<file path="config.mk">
export PLATFORM = sky130hd
export DESIGN_NAME = mepc_regs
export DESIGN_NICKNAME = d
export VERILOG_FILES = /design/src/common/mepc_pkg.sv /design/src/common/mepc_ctl_if.sv /design/src/rtl/mepc_regs.sv /design/src/rtl/mepc_fall_timer.sv /design/src/rtl/mepc_power_state_control.sv
export VERILOG_INCLUDE_DIRS = /design/src /design/src/common
export SDC_FILE = /design/constraint.sdc
export NUM_CORES = 1
export LEC_CHECK = 0
export ABC_AREA = 1
export BUFFER_PORTS_ARGS = -buffer_cell sky130_fd_sc_hd__buf_4
export CAP_MARGIN = 20
export CORE_MARGIN = 5
export CORE_UTILIZATION = 29
export CTS_BUF_LIST = sky130_fd_sc_hd__clkbuf_16
export DETAILED_ROUTE_END_ITERATION = 8
export HOLD_SLACK_MARGIN = 0.08
export SLEW_MARGIN = 20
export SYNTH_ARGS = -nofsm -noshare
export SYNTH_HDL_FRONTEND = slang
export SYNTH_SLANG_ARGS = --single-unit
</file>
<file path="constraint.sdc">
create_clock -name mclk -period 7.3 [get_ports mclk]
set_clock_uncertainty 0.2 [all_clocks]
set_input_delay 1.46 -clock mclk [delete_from_list [all_inputs] [get_ports mclk]]
set_output_delay 1.46 -clock mclk [all_outputs]
set_load 0.005 [all_outputs]
</file>
<file path="src/common/mepc_map.svh">
// Purpose: Offsets, field positions, reset values and timing of the register slice
// Assumes: Included by bare name
// Notes: Definitions only
`ifndef MEPC_MAP_SVH
`define MEPC_MAP_SVH
// ----------------------------------------
// Offsets
// ----------------------------------------
`define MEPC_A_FALL 8'h29
`define MEPC_A_TAP 8'h2a
`define MEPC_A_EVST 8'h2b
`define MEPC_A_RATE 8'h2c
`define MEPC_A_PWR 8'h2d
`define MEPC_A_IEN 8'h2e
`define MEPC_A_IMAP 8'h2f
`define MEPC_A_ISRC 8'h30
`define MEPC_A_FMT 8'h31
// ----------------------------------------
// Reset values and masks
// ----------------------------------------
`define MEPC_RST_ZERO 8'h00
`define MEPC_RST_RATE 8'h0a
`define MEPC_M_TAP 8'h0f
`define MEPC_M_RATE 8'h1f
`define MEPC_M_PWR 8'h3f
`define MEPC_M_FMT 8'hef
`define MEPC_M_FIFO 8'h83
`define MEPC_M_DET 8'h7c
`define MEPC_RANGE_16G 2'h3
// ----------------------------------------
// Interrupt bit positions
// ----------------------------------------
`define MEPC_I_READY 7
`define MEPC_I_SINGLE 6
`define MEPC_I_DOUBLE 5
`define MEPC_I_ACT 4
`define MEPC_I_INACT 3
`define MEPC_I_FALL 2
`define MEPC_I_WMARK 1
`define MEPC_I_OVR 0
// ----------------------------------------
// Other field positions
// ----------------------------------------
`define MEPC_TAP_SUPP 3
`define MEPC_LOW_PWR 4
`define MEPC_PWR_LINK 5
`define MEPC_PWR_AUTO 4
`define MEPC_PWR_MEAS 3
`define MEPC_PWR_SLEEP 2
`define MEPC_FMT_TEST 7
`define MEPC_FMT_INV 5
`define MEPC_ST_ASLEEP 3
// ----------------------------------------
// Timing
// ----------------------------------------
`define MEPC_CLK_NS 40
`define MEPC_NS_PER_MS 1000000
`define MEPC_FALL_STEP_MS 5
`define MEPC_WAKE_BASE_MS 125
`endif

</file>
<file path="src/common/mepc_pkg.sv">
// Purpose: Types shared by the register slice
// Assumes: Nothing
// Notes: One-hot link states
package mepc_pkg;
  typedef enum logic [2:0] {
    lk_free = 3'h1,
    lk_seek_inact = 3'h2,
    lk_seek_act = 3'h4
  } mepc_link_t;
endpackage

</file>
<file path="src/common/mepc_ctl_if.sv">
// Purpose: Signals between the register slice and its timing helpers
// Assumes: Single clock
// Notes: Top drives configuration and accepted events
`timescale 1ns/10ps
interface mepc_ctl_if;
  logic fall_below;
  logic [7:0] fall_code;
  logic fall_evt;
  logic measure;
  logic link_en;
  logic auto_sleep;
  logic sleep_req;
  logic [1:0] wake_code;
  logic act_fn_en;
  logic inact_fn_en;
  logic act_hit;
  logic inact_hit;
  logic act_run;
  logic inact_run;
  logic asleep;
  logic awake;
  logic doze_tick;
  modport top (output fall_below, fall_code, measure, link_en, auto_sleep, sleep_req, wake_code,
    act_fn_en, inact_fn_en, act_hit, inact_hit,
    input fall_evt, act_run, inact_run, asleep, awake, doze_tick);
  modport fall (input fall_below, fall_code, awake, output fall_evt);
  modport pwr (input measure, link_en, auto_sleep, sleep_req, wake_code, act_fn_en, inact_fn_en,
    act_hit, inact_hit, output act_run, inact_run, asleep, awake, doze_tick);
endinterface

</file>
<file path="src/rtl/mepc_regs.sv">
// Purpose: Motion event, power and interrupt register slice
// Assumes: Serial engine presents byte strobes; detectors send one-cycle events
// Notes: Reads answer one cycle after reg_rd
`timescale 1ns/10ps
`include "mepc_map.svh"
module mepc_regs #(
  parameter int FALL_STEP_CYC = `MEPC_FALL_STEP_MS * (`MEPC_NS_PER_MS / `MEPC_CLK_NS),
  parameter int WAKE_CYC = `MEPC_WAKE_BASE_MS * (`MEPC_NS_PER_MS / `MEPC_CLK_NS)
) (
  input wire logic mclk,
  input wire logic nrst,
  input wire logic [7:0] reg_addr,
  input wire logic reg_wr,
  input wire logic reg_rd,
  input wire logic [7:0] reg_wdata,
  output logic [7:0] reg_rdata,
  input wire logic data_read,
  input wire logic evt_sample,
  input wire logic evt_watermark,
  input wire logic evt_overrun,
  input wire logic evt_single_tap,
  input wire logic evt_double_tap,
  input wire logic knock_between_above,
  input wire logic [2:0] tap_axis_hit,
  input wire logic evt_activity,
  input wire logic [2:0] act_axis_hit,
  input wire logic [2:0] act_axis_en,
  input wire logic evt_inactivity,
  input wire logic fall_below,
  output logic irq_pin_a,
  output logic irq_pin_b,
  output logic [2:0] tap_axis_en,
  output logic double_knock_reject,
  output logic low_power,
  output logic [3:0] rate_code,
  output logic measure,
  output logic act_run,
  output logic inact_run,
  output logic fifo_wr_en,
  output logic doze_tick,
  output logic self_test,
  output logic clip_en
);
  mepc_ctl_if ctl ();

  logic [7:0] fall_duration, tap_axis_select, output_rate_control, power_state_control;
  logic [7:0] irq_enable_mask, irq_pin_routing, irq_event_flags, output_format_control;
  logic [7:0] next_fall, next_tap, next_rate, next_pwr, next_ien, next_imap, next_flags, next_fmt;
  logic [2:0] act_src, tap_src, next_act_src, next_tap_src;
  logic [7:0] event_axis_status, rd_mux, next_rdata, hits;
  logic next_pin_a, next_pin_b, next_clip, wr, src_rd, dbl_ok, tap_any;

  // ----------------------------------------
  // Helpers
  // ----------------------------------------
  mepc_fall_timer #(.STEP_CYC(FALL_STEP_CYC)) u_fall (
    .mclk(mclk),
    .nrst(nrst),
    .ctl(ctl.fall)
  );
  mepc_power_state_control #(.WAKE_CYC(WAKE_CYC)) u_pwr (
    .mclk(mclk),
    .nrst(nrst),
    .ctl(ctl.pwr)
  );

  assign ctl.fall_below = fall_below;
  assign ctl.fall_code = fall_duration;
  assign ctl.measure = power_state_control[`MEPC_PWR_MEAS];
  assign ctl.link_en = power_state_control[`MEPC_PWR_LINK];
  assign ctl.auto_sleep = power_state_control[`MEPC_PWR_AUTO];
  assign ctl.sleep_req = power_state_control[`MEPC_PWR_SLEEP];
  assign ctl.wake_code = power_state_control[1:0];
  assign ctl.act_fn_en = irq_enable_mask[`MEPC_I_ACT];
  assign ctl.inact_fn_en = irq_enable_mask[`MEPC_I_INACT];
  assign ctl.act_hit = hits[`MEPC_I_ACT];
  assign ctl.inact_hit = hits[`MEPC_I_INACT];
  assign act_run = ctl.act_run;
  assign inact_run = ctl.inact_run;
  assign fifo_wr_en = ctl.awake;
  assign doze_tick = ctl.doze_tick;

  // ----------------------------------------
  // Configuration outputs
  // ----------------------------------------
  assign tap_axis_en = tap_axis_select[2:0];
  assign double_knock_reject = tap_axis_select[`MEPC_TAP_SUPP];
  assign low_power = output_rate_control[`MEPC_LOW_PWR];
  assign rate_code = output_rate_control[3:0];
  assign measure = power_state_control[`MEPC_PWR_MEAS];
  assign self_test = output_format_control[`MEPC_FMT_TEST];

  // ----------------------------------------
  // Event acceptance
  // ----------------------------------------
  assign wr = reg_wr;
  assign src_rd = reg_rd && reg_addr == `MEPC_A_ISRC;
  // A double knock with over-threshold noise between knocks is dropped
  assign dbl_ok = ~(tap_axis_select[`MEPC_TAP_SUPP] & knock_between_above);
  assign tap_any = hits[`MEPC_I_SINGLE] | hits[`MEPC_I_DOUBLE];

  always_comb begin
    hits = '0;
    hits[`MEPC_I_READY] = evt_sample & ctl.awake;
    hits[`MEPC_I_WMARK] = evt_watermark;
    hits[`MEPC_I_OVR] = evt_overrun;
    hits[`MEPC_I_SINGLE] = evt_single_tap & irq_enable_mask[`MEPC_I_SINGLE] & ctl.awake;
    hits[`MEPC_I_DOUBLE] = evt_double_tap & irq_enable_mask[`MEPC_I_DOUBLE] & ctl.awake & dbl_ok;
    hits[`MEPC_I_ACT] = evt_activity & irq_enable_mask[`MEPC_I_ACT] & ctl.act_run;
    hits[`MEPC_I_INACT] = evt_inactivity & irq_enable_mask[`MEPC_I_INACT] & ctl.inact_run;
    hits[`MEPC_I_FALL] = ctl.fall_evt & irq_enable_mask[`MEPC_I_FALL];
  end

  // ----------------------------------------
  // Registers
  // ----------------------------------------
  always_comb begin
    next_fall = fall_duration;
    next_tap = tap_axis_select;
    next_rate = output_rate_control;
    next_pwr = power_state_control;
    next_ien = irq_enable_mask;
    next_imap = irq_pin_routing;
    next_fmt = output_format_control;
    next_clip = clip_en;
    if (wr) begin
      unique case (reg_addr)
        `MEPC_A_FALL: next_fall = reg_wdata;
        `MEPC_A_TAP: next_tap = reg_wdata & `MEPC_M_TAP;
        `MEPC_A_RATE: next_rate = reg_wdata & `MEPC_M_RATE;
        `MEPC_A_PWR: next_pwr = reg_wdata & `MEPC_M_PWR;
        `MEPC_A_IEN: next_ien = reg_wdata;
        `MEPC_A_IMAP: next_imap = reg_wdata;
        `MEPC_A_FMT: begin
          next_fmt = reg_wdata & `MEPC_M_FMT;
          next_clip = reg_wdata[1:0] != `MEPC_RANGE_16G;
        end
        default: ;
      endcase
    end
    // Clears first so that a same-cycle event wins
    next_flags = irq_event_flags;
    if (src_rd)
      next_flags = next_flags & ~`MEPC_M_DET;
    if (data_read)
      next_flags = next_flags & ~`MEPC_M_FIFO;
    next_flags = next_flags | hits;
    // Axis flags hold the last event's axes, masked by current participation
    next_act_src = hits[`MEPC_I_ACT] ? (act_axis_hit & act_axis_en) : act_src;
    next_tap_src = tap_any ? (tap_axis_hit & tap_axis_select[2:0]) : tap_src;
  end

  always_ff @(posedge mclk or negedge nrst) begin
    if (!nrst) begin
      fall_duration <= `MEPC_RST_ZERO;
      tap_axis_select <= `MEPC_RST_ZERO;
      output_rate_control <= `MEPC_RST_RATE;
      power_state_control <= `MEPC_RST_ZERO;
      irq_enable_mask <= `MEPC_RST_ZERO;
      irq_pin_routing <= `MEPC_RST_ZERO;
      irq_event_flags <= `MEPC_RST_ZERO;
      output_format_control <= `MEPC_RST_ZERO;
      clip_en <= 1'b1;
      act_src <= '0;
      tap_src <= '0;
    end else begin
      fall_duration <= next_fall;
      tap_axis_select <= next_tap;
      output_rate_control <= next_rate;
      power_state_control <= next_pwr;
      irq_enable_mask <= next_ien;
      irq_pin_routing <= next_imap;
      irq_event_flags <= next_flags;
      output_format_control <= next_fmt;
      clip_en <= next_clip;
      act_src <= next_act_src;
      tap_src <= next_tap_src;
    end
  end

  // ----------------------------------------
  // Read path and pins
  // ----------------------------------------
  assign event_axis_status = {1'b0, act_src, ctl.asleep, tap_src};

  always_comb begin
    unique case (reg_addr)
      `MEPC_A_FALL: rd_mux = fall_duration;
      `MEPC_A_TAP: rd_mux = tap_axis_select;
      `MEPC_A_EVST: rd_mux = event_axis_status;
      `MEPC_A_RATE: rd_mux = output_rate_control;
      `MEPC_A_PWR: rd_mux = power_state_control;
      `MEPC_A_IEN: rd_mux = irq_enable_mask;
      `MEPC_A_IMAP: rd_mux = irq_pin_routing;
      `MEPC_A_ISRC: rd_mux = irq_event_flags;
      `MEPC_A_FMT: rd_mux = output_format_control;
      default: rd_mux = `MEPC_RST_ZERO;
    endcase
    next_rdata = reg_rd ? rd_mux : reg_rdata;
    // Pins follow the stored flags; polarity applies to both
    next_pin_a = |(irq_event_flags & irq_enable_mask & ~irq_pin_routing)
      ^ output_format_control[`MEPC_FMT_INV];
    next_pin_b = |(irq_event_flags & irq_enable_mask & irq_pin_routing)
      ^ output_format_control[`MEPC_FMT_INV];
  end

  always_ff @(posedge mclk or negedge nrst) begin
    if (!nrst) begin
      reg_rdata <= `MEPC_RST_ZERO;
      irq_pin_a <= 1'b0;
      irq_pin_b <= 1'b0;
    end else begin
      reg_rdata <= next_rdata;
      irq_pin_a <= next_pin_a;
      irq_pin_b <= next_pin_b;
    end
  end
endmodule // mepc_regs

</file>
<file path="src/rtl/mepc_fall_timer.sv">
// Purpose: Weightless duration qualifier in 5 ms steps
// Assumes: fall_below is the RSS-below-threshold level
// Notes: Fires once per below episode
`timescale 1ns/10ps
module mepc_fall_timer #(
  parameter int STEP_CYC = 125000
) (
  input wire logic mclk,
  input wire logic nrst,
  mepc_ctl_if.fall ctl
);
  logic [23:0] pre, next_pre;
  logic [7:0] steps, next_steps;
  logic done, next_done;
  logic fire, next_fire;
  logic run;

  assign run = ctl.fall_below & ctl.awake;
  assign ctl.fall_evt = fire;

  always_comb begin
    next_pre = '0;
    next_steps = '0;
    next_done = 1'b0;
    next_fire = 1'b0;
    if (run) begin
      next_done = done;
      next_steps = steps;
      next_pre = (pre == 24'(STEP_CYC - 1)) ? '0 : pre + 24'h1;
      if (pre == 24'(STEP_CYC - 1) && steps != 8'hff)
        next_steps = steps + 8'h1;
      // Once the episode reaches the duration it fires one pulse
      if (!done && steps >= ctl.fall_code) begin
        next_fire = 1'b1;
        next_done = 1'b1;
      end
    end
  end

  always_ff @(posedge mclk or negedge nrst) begin
    if (!nrst) begin
      pre <= '0;
      steps <= '0;
      done <= 1'b0;
      fire <= 1'b0;
    end else begin
      pre <= next_pre;
      steps <= next_steps;
      done <= next_done;
      fire <= next_fire;
    end
  end
endmodule // mepc_fall_timer

</file>
<file path="src/rtl/mepc_power_state_control.sv">
// Purpose: Linked activity/inactivity, automatic doze and wake-up rate
// Assumes: act_hit and inact_hit are accepted events
// Notes: Doze period doubles per wake-up code
`timescale 1ns/10ps
module mepc_power_state_control #(
  parameter int WAKE_CYC = 3125000
) (
  input wire logic mclk,
  input wire logic nrst,
  mepc_ctl_if.pwr ctl
);
  mepc_pkg::mepc_link_t st, next_st;
  logic asleep, next_asleep, act_run, next_act_run, inact_run, next_inact_run;
  logic awake, next_awake, tick, next_tick, link_on, dozing;
  logic [25:0] cnt, next_cnt, period;

  assign link_on = ctl.link_en & ctl.act_fn_en & ctl.inact_fn_en;
  assign period = 26'(WAKE_CYC) << ctl.wake_code;
  assign dozing = ctl.measure & (ctl.sleep_req | asleep);
  assign ctl.asleep = asleep;
  assign ctl.act_run = act_run;
  assign ctl.inact_run = inact_run;
  assign ctl.awake = awake;
  assign ctl.doze_tick = tick;

  always_comb begin
    next_st = st;
    next_asleep = asleep;
    unique case (st)
      mepc_pkg::lk_free: if (link_on) next_st = mepc_pkg::lk_seek_inact;
      mepc_pkg::lk_seek_inact: if (ctl.inact_hit) next_st = mepc_pkg::lk_seek_act;
      mepc_pkg::lk_seek_act: if (ctl.act_hit) next_st = mepc_pkg::lk_seek_inact;
    endcase
    if (!link_on)
      next_st = mepc_pkg::lk_free;
    if (!(link_on & ctl.auto_sleep & ctl.measure))
      next_asleep = 1'b0;
    else if (st == mepc_pkg::lk_seek_inact && ctl.inact_hit)
      next_asleep = 1'b1;
    else if (ctl.act_hit)
      next_asleep = 1'b0;
    next_act_run = ctl.measure & (next_st != mepc_pkg::lk_seek_inact);
    // In sleep only activity detection keeps running
    next_inact_run = ctl.measure & ~ctl.sleep_req & ~next_asleep & (next_st != mepc_pkg::lk_seek_act);
    next_awake = ctl.measure & ~ctl.sleep_req & ~next_asleep;
    next_cnt = '0;
    next_tick = 1'b0;
    if (dozing) begin
      next_tick = (cnt >= period - 26'h1);
      next_cnt = next_tick ? '0 : cnt + 26'h1;
    end
  end

  always_ff @(posedge mclk or negedge nrst) begin
    if (!nrst) begin
      st <= mepc_pkg::lk_free;
      asleep <= 1'b0;
      act_run <= 1'b0;
      inact_run <= 1'b0;
      awake <= 1'b0;
      cnt <= '0;
      tick <= 1'b0;
    end else begin
      st <= next_st;
      asleep <= next_asleep;
      act_run <= next_act_run;
      inact_run <= next_inact_run;
      awake <= next_awake;
      cnt <= next_cnt;
      tick <= next_tick;
    end
  end
endmodule // mepc_power_state_control

</file>
==> summary.md <==
| Metric | Value |
|---|---|
| Setup slack after layout | 4.14 ns |
| Final WL | between 20,000 and 25,000 µm |
| Die area | 31,200 µm² |
| First-pass GRT wire length | 38,000 µm |
| Placed Area | 8910 µm² |
| GR met3 Demand/Resource | 0.0345 |
| DR pass1 iterations | 5 |
| Max Cap Viol | 0 |
| Met1 usage | 0.202 |
| Final hold violation count | 0 |
| Req. time, crit path | 7.44 ns |
| Clock sinks | 139 |
| Max Fanout on Critical Path | 30 |
| CP Capture Type | flip-flop |
| Finished Cell Area | ~9500 µm² |
| Final min period | 3.16 ns |
| GR Overflow Total | 0 |
| CTS Hold Buffers Added | 0 |
| Die Span X | 177 µm |
| Vias per cell | 4.75 |
| Initial antenna violation count | 0 |
| Syn_nets | 1,138 |
| Worst-Skew Late Latency | 0.44 ns |
| Worst-margin pin slew | 0.807 ns |
| FMAX | between 300 and 400 MHz |
| Placeable core area | 27,600 µm² |
| Fin Hold WS | 0.235 ns |
| Yosys cell types | 42 |
| GR peak layer | met2 |
| Worst r2r path cells | 9 |
| Antenna viol nets, final | 0 |
| CTS resizes | 0 |
| Post CTS Setup Buffer Count | 0 |
| CTS tree | done |
| Synth Instances | 1,071 |
| Period Utilization, post-route | 0.433 |
| Mapped Avg Cell Area | 7.51 µm² |
| Status | completed |
| YS warnings | 0 |
| PortBufs | 64 |
| Setup crit start kind | input pin |
| Number of flops mapped to enable cells by yosys | 0 |
| RSZ-0062 raised after global routing | false |
| Leakage power | 4.55 nW |
| First DRT Iteration DRCs | roughly 640 |
| Met2 usage | 0.244 |
| H-tree levels | 4 |
| DRC Markers | 0 |
| Power per cell area | 190 nW/µm² |
| CTS buffer count | 17 |
| Clk slew on worst S/H paths | 0.08 ns |
| Area growth syn-to-layout | 18.4% |
| Dpl ws | 3.35 ns |
| Tot Pwr | 1.81 mW |
| Rows | 61 |
| Slew margin rel. | 0.462 |
| Yosys reg bits | between 100 and 150 |
| Inserted Diodes | 0 |
| Pin count of the biggest net entering global routing | just over 80 |
| Crit path DAT | 3.30 ns |
| Post-DP HPWL | 16,800 µm |
| Hold Crit Depth | 1 |
| WL/cell | approximately 15 µm |
| TNS Setup | 0 ns |
| Register area share after synthesis | 0.433 |
| Clock root buffer | clkbuf_16 |
| Max rail drop VDD | about 0.15 mV |
| Clk buf depth | 2 |
| Routability cong. | 0.900 |
| Setup Viol. Count Final | 0 |
| WS Path Type | in -> reg |
| Layout cell share with drive strength beyond 1 | 0.136 |
| Max Slew Vio Count | 0 |
| Worst hold path class | reg -> reg |
| Starting Density | 0.292 |
| Ys async rst share | 1.00 |
| GRT Util Overall | 0.152 |
| IO Pins | 65 |
| Post-Syn Area | 8040 µm² |
| Nets | 1,204 |
| Chip height | around 180 µm |
| Number of global-route vias before repair | 7,263 |
| Vias | 7,255 |
| Main synth FF type | dfrtp_1 |
==> routing by layer <==
| layer | vias to the layer above | wire, µm |
|---|---|---|
| li1 | 3617 | - |
| met1 | 3404 | 10700 |
| met2 | 186 | 10300 |
| met3 | 48 | 1120 |
| met4 | 0 | 721 |
| met5 | - | 0 |
==> path summary, 6_finish.rpt <==
path / end / startpoint / slack [ns]
setup / recovery: irq_pin_routing[7] / reg_addr[7] / 4.14
hold / removal: u_fall.ctl.fall_evt / u_fall.done / 0.24
setup reg to reg: u_pwr.cnt[22] / power_state_control[0] / 4.47
hold reg to reg: u_fall.ctl.fall_evt / u_fall.done / 0.24
max in group asynchronous: power_state_control[1] / nrst / 4.75
min in group asynchronous: u_pwr.cnt[18] / nrst / 0.89
==> critical path: stages <==
cell     delay, ns
buf_4         0.11
nor2_1        0.09
nand2_1       0.10
nor2_4        0.52
nand2_1       0.18
nor2_2        0.20
nand2_1       0.34
o21ai_0       0.30
==> cell usage in the layout (no fill, tap or decap), types with 2 or more instances in the layout <==
master / count
clkinv_8: 5
nor2_4: 12
nand2_2: 4
a21o_1: 4
inv_1: 112
nand3b_1: 7
o21ai_1: 7
clkbuf_16: 17
nand3_2: 3
xor2_1: 14
o21ai_0: 67
o21bai_1: 3
a31oi_1: 2
clkinv_1: 3
o22ai_1: 6
nor3_1: 30
inv_8: 5
clkinv_4: 3
inv_2: 6
dfrtp_1: 135
buf_4: 65
a21oi_2: 3
conb_1: 2
nor2_1: 128
a21oi_1: 11
xnor2_1: 4
o211ai_1: 2
nand2_1: 280
dfstp_2: 4
or2_2: 8
nand3_1: 117
ha_1: 28
nand4_1: 29
nor2_2: 13
==> through the flow <==
stage	utilization	std cells
floorplan	-	1071
global placement	0.323	1496
detailed placement	0.323	1496
CTS	0.346	1528
global route	0.346	1528
finish	0.346	1528
==> layout make-up <==
class	count	area, µm²
Multi-Input combinational cell	792	4000
Sequential cell	139	3480
Tap cell	378	473
Fill cell	2933	18000
Clock inverter	15	189
Clock buffer	17	425
Timing Repair Buffer	66	499
Inverter	121	454
==> registers in the layout, indices dropped and copies added (netlist names), 3 cells and up <==
register,cells
act_src,3
power_state_control,6
u_pwr.st,3
irq_event_flags,8
u_pwr.cnt,26
tap_src,3
output_rate_control,5
irq_pin_routing,8
reg_rdata,8
ctl.fall_code,8
irq_enable_mask,8
output_format_control,7
tap_axis_select,4
u_fall.pre,24
u_fall.steps,8
==> cell usage after synthesis (7+ instances only) <==
master | instances | area [µm²]
o21ai_1 | 7 | 35.0
nand4_1 | 29 | 181
nand3b_1 | 7 | 52.6
nor2_2 | 14 | 87.6
o21ai_0 | 67 | 335
or2_2 | 8 | 50.1
nand3_1 | 117 | 586
ha_1 | 28 | 350
nand2_1 | 280 | 1050
nor3_1 | 30 | 150
clkbuf_1 | 11 | 41.3
xor2_1 | 14 | 123
dfrtp_1 | 135 | 3380
nor2_1 | 128 | 480
inv_1 | 112 | 420
a21oi_1 | 11 | 55.1
nor2_4 | 11 | 124
==> cell families after synthesis <==
| kind of cell | after synthesis | share of synthesized area |
|---|---|---|
| simple gates | 636 | 0.358 |
| buf+inv | 140 | 0.0698 |
| flops | 139 | 0.433 |
| compound gates | 108 | 0.0748 |
| fa+ha+maj | 28 | 0.0436 |
| xor+xnor | 18 | 0.0196 |
| other cells | 2 | 0.000934 |
==> report_power, final <==
group          total (mW)  internal, mW  switching, mW  leakage (nW)
Clock               0.896         0.468          0.429         0.298
Sequential          0.811         0.790         0.0211          1.87
Combinational       0.105        0.0395         0.0658          2.38
Note: power is estimated with default switching activity, not from simulation.
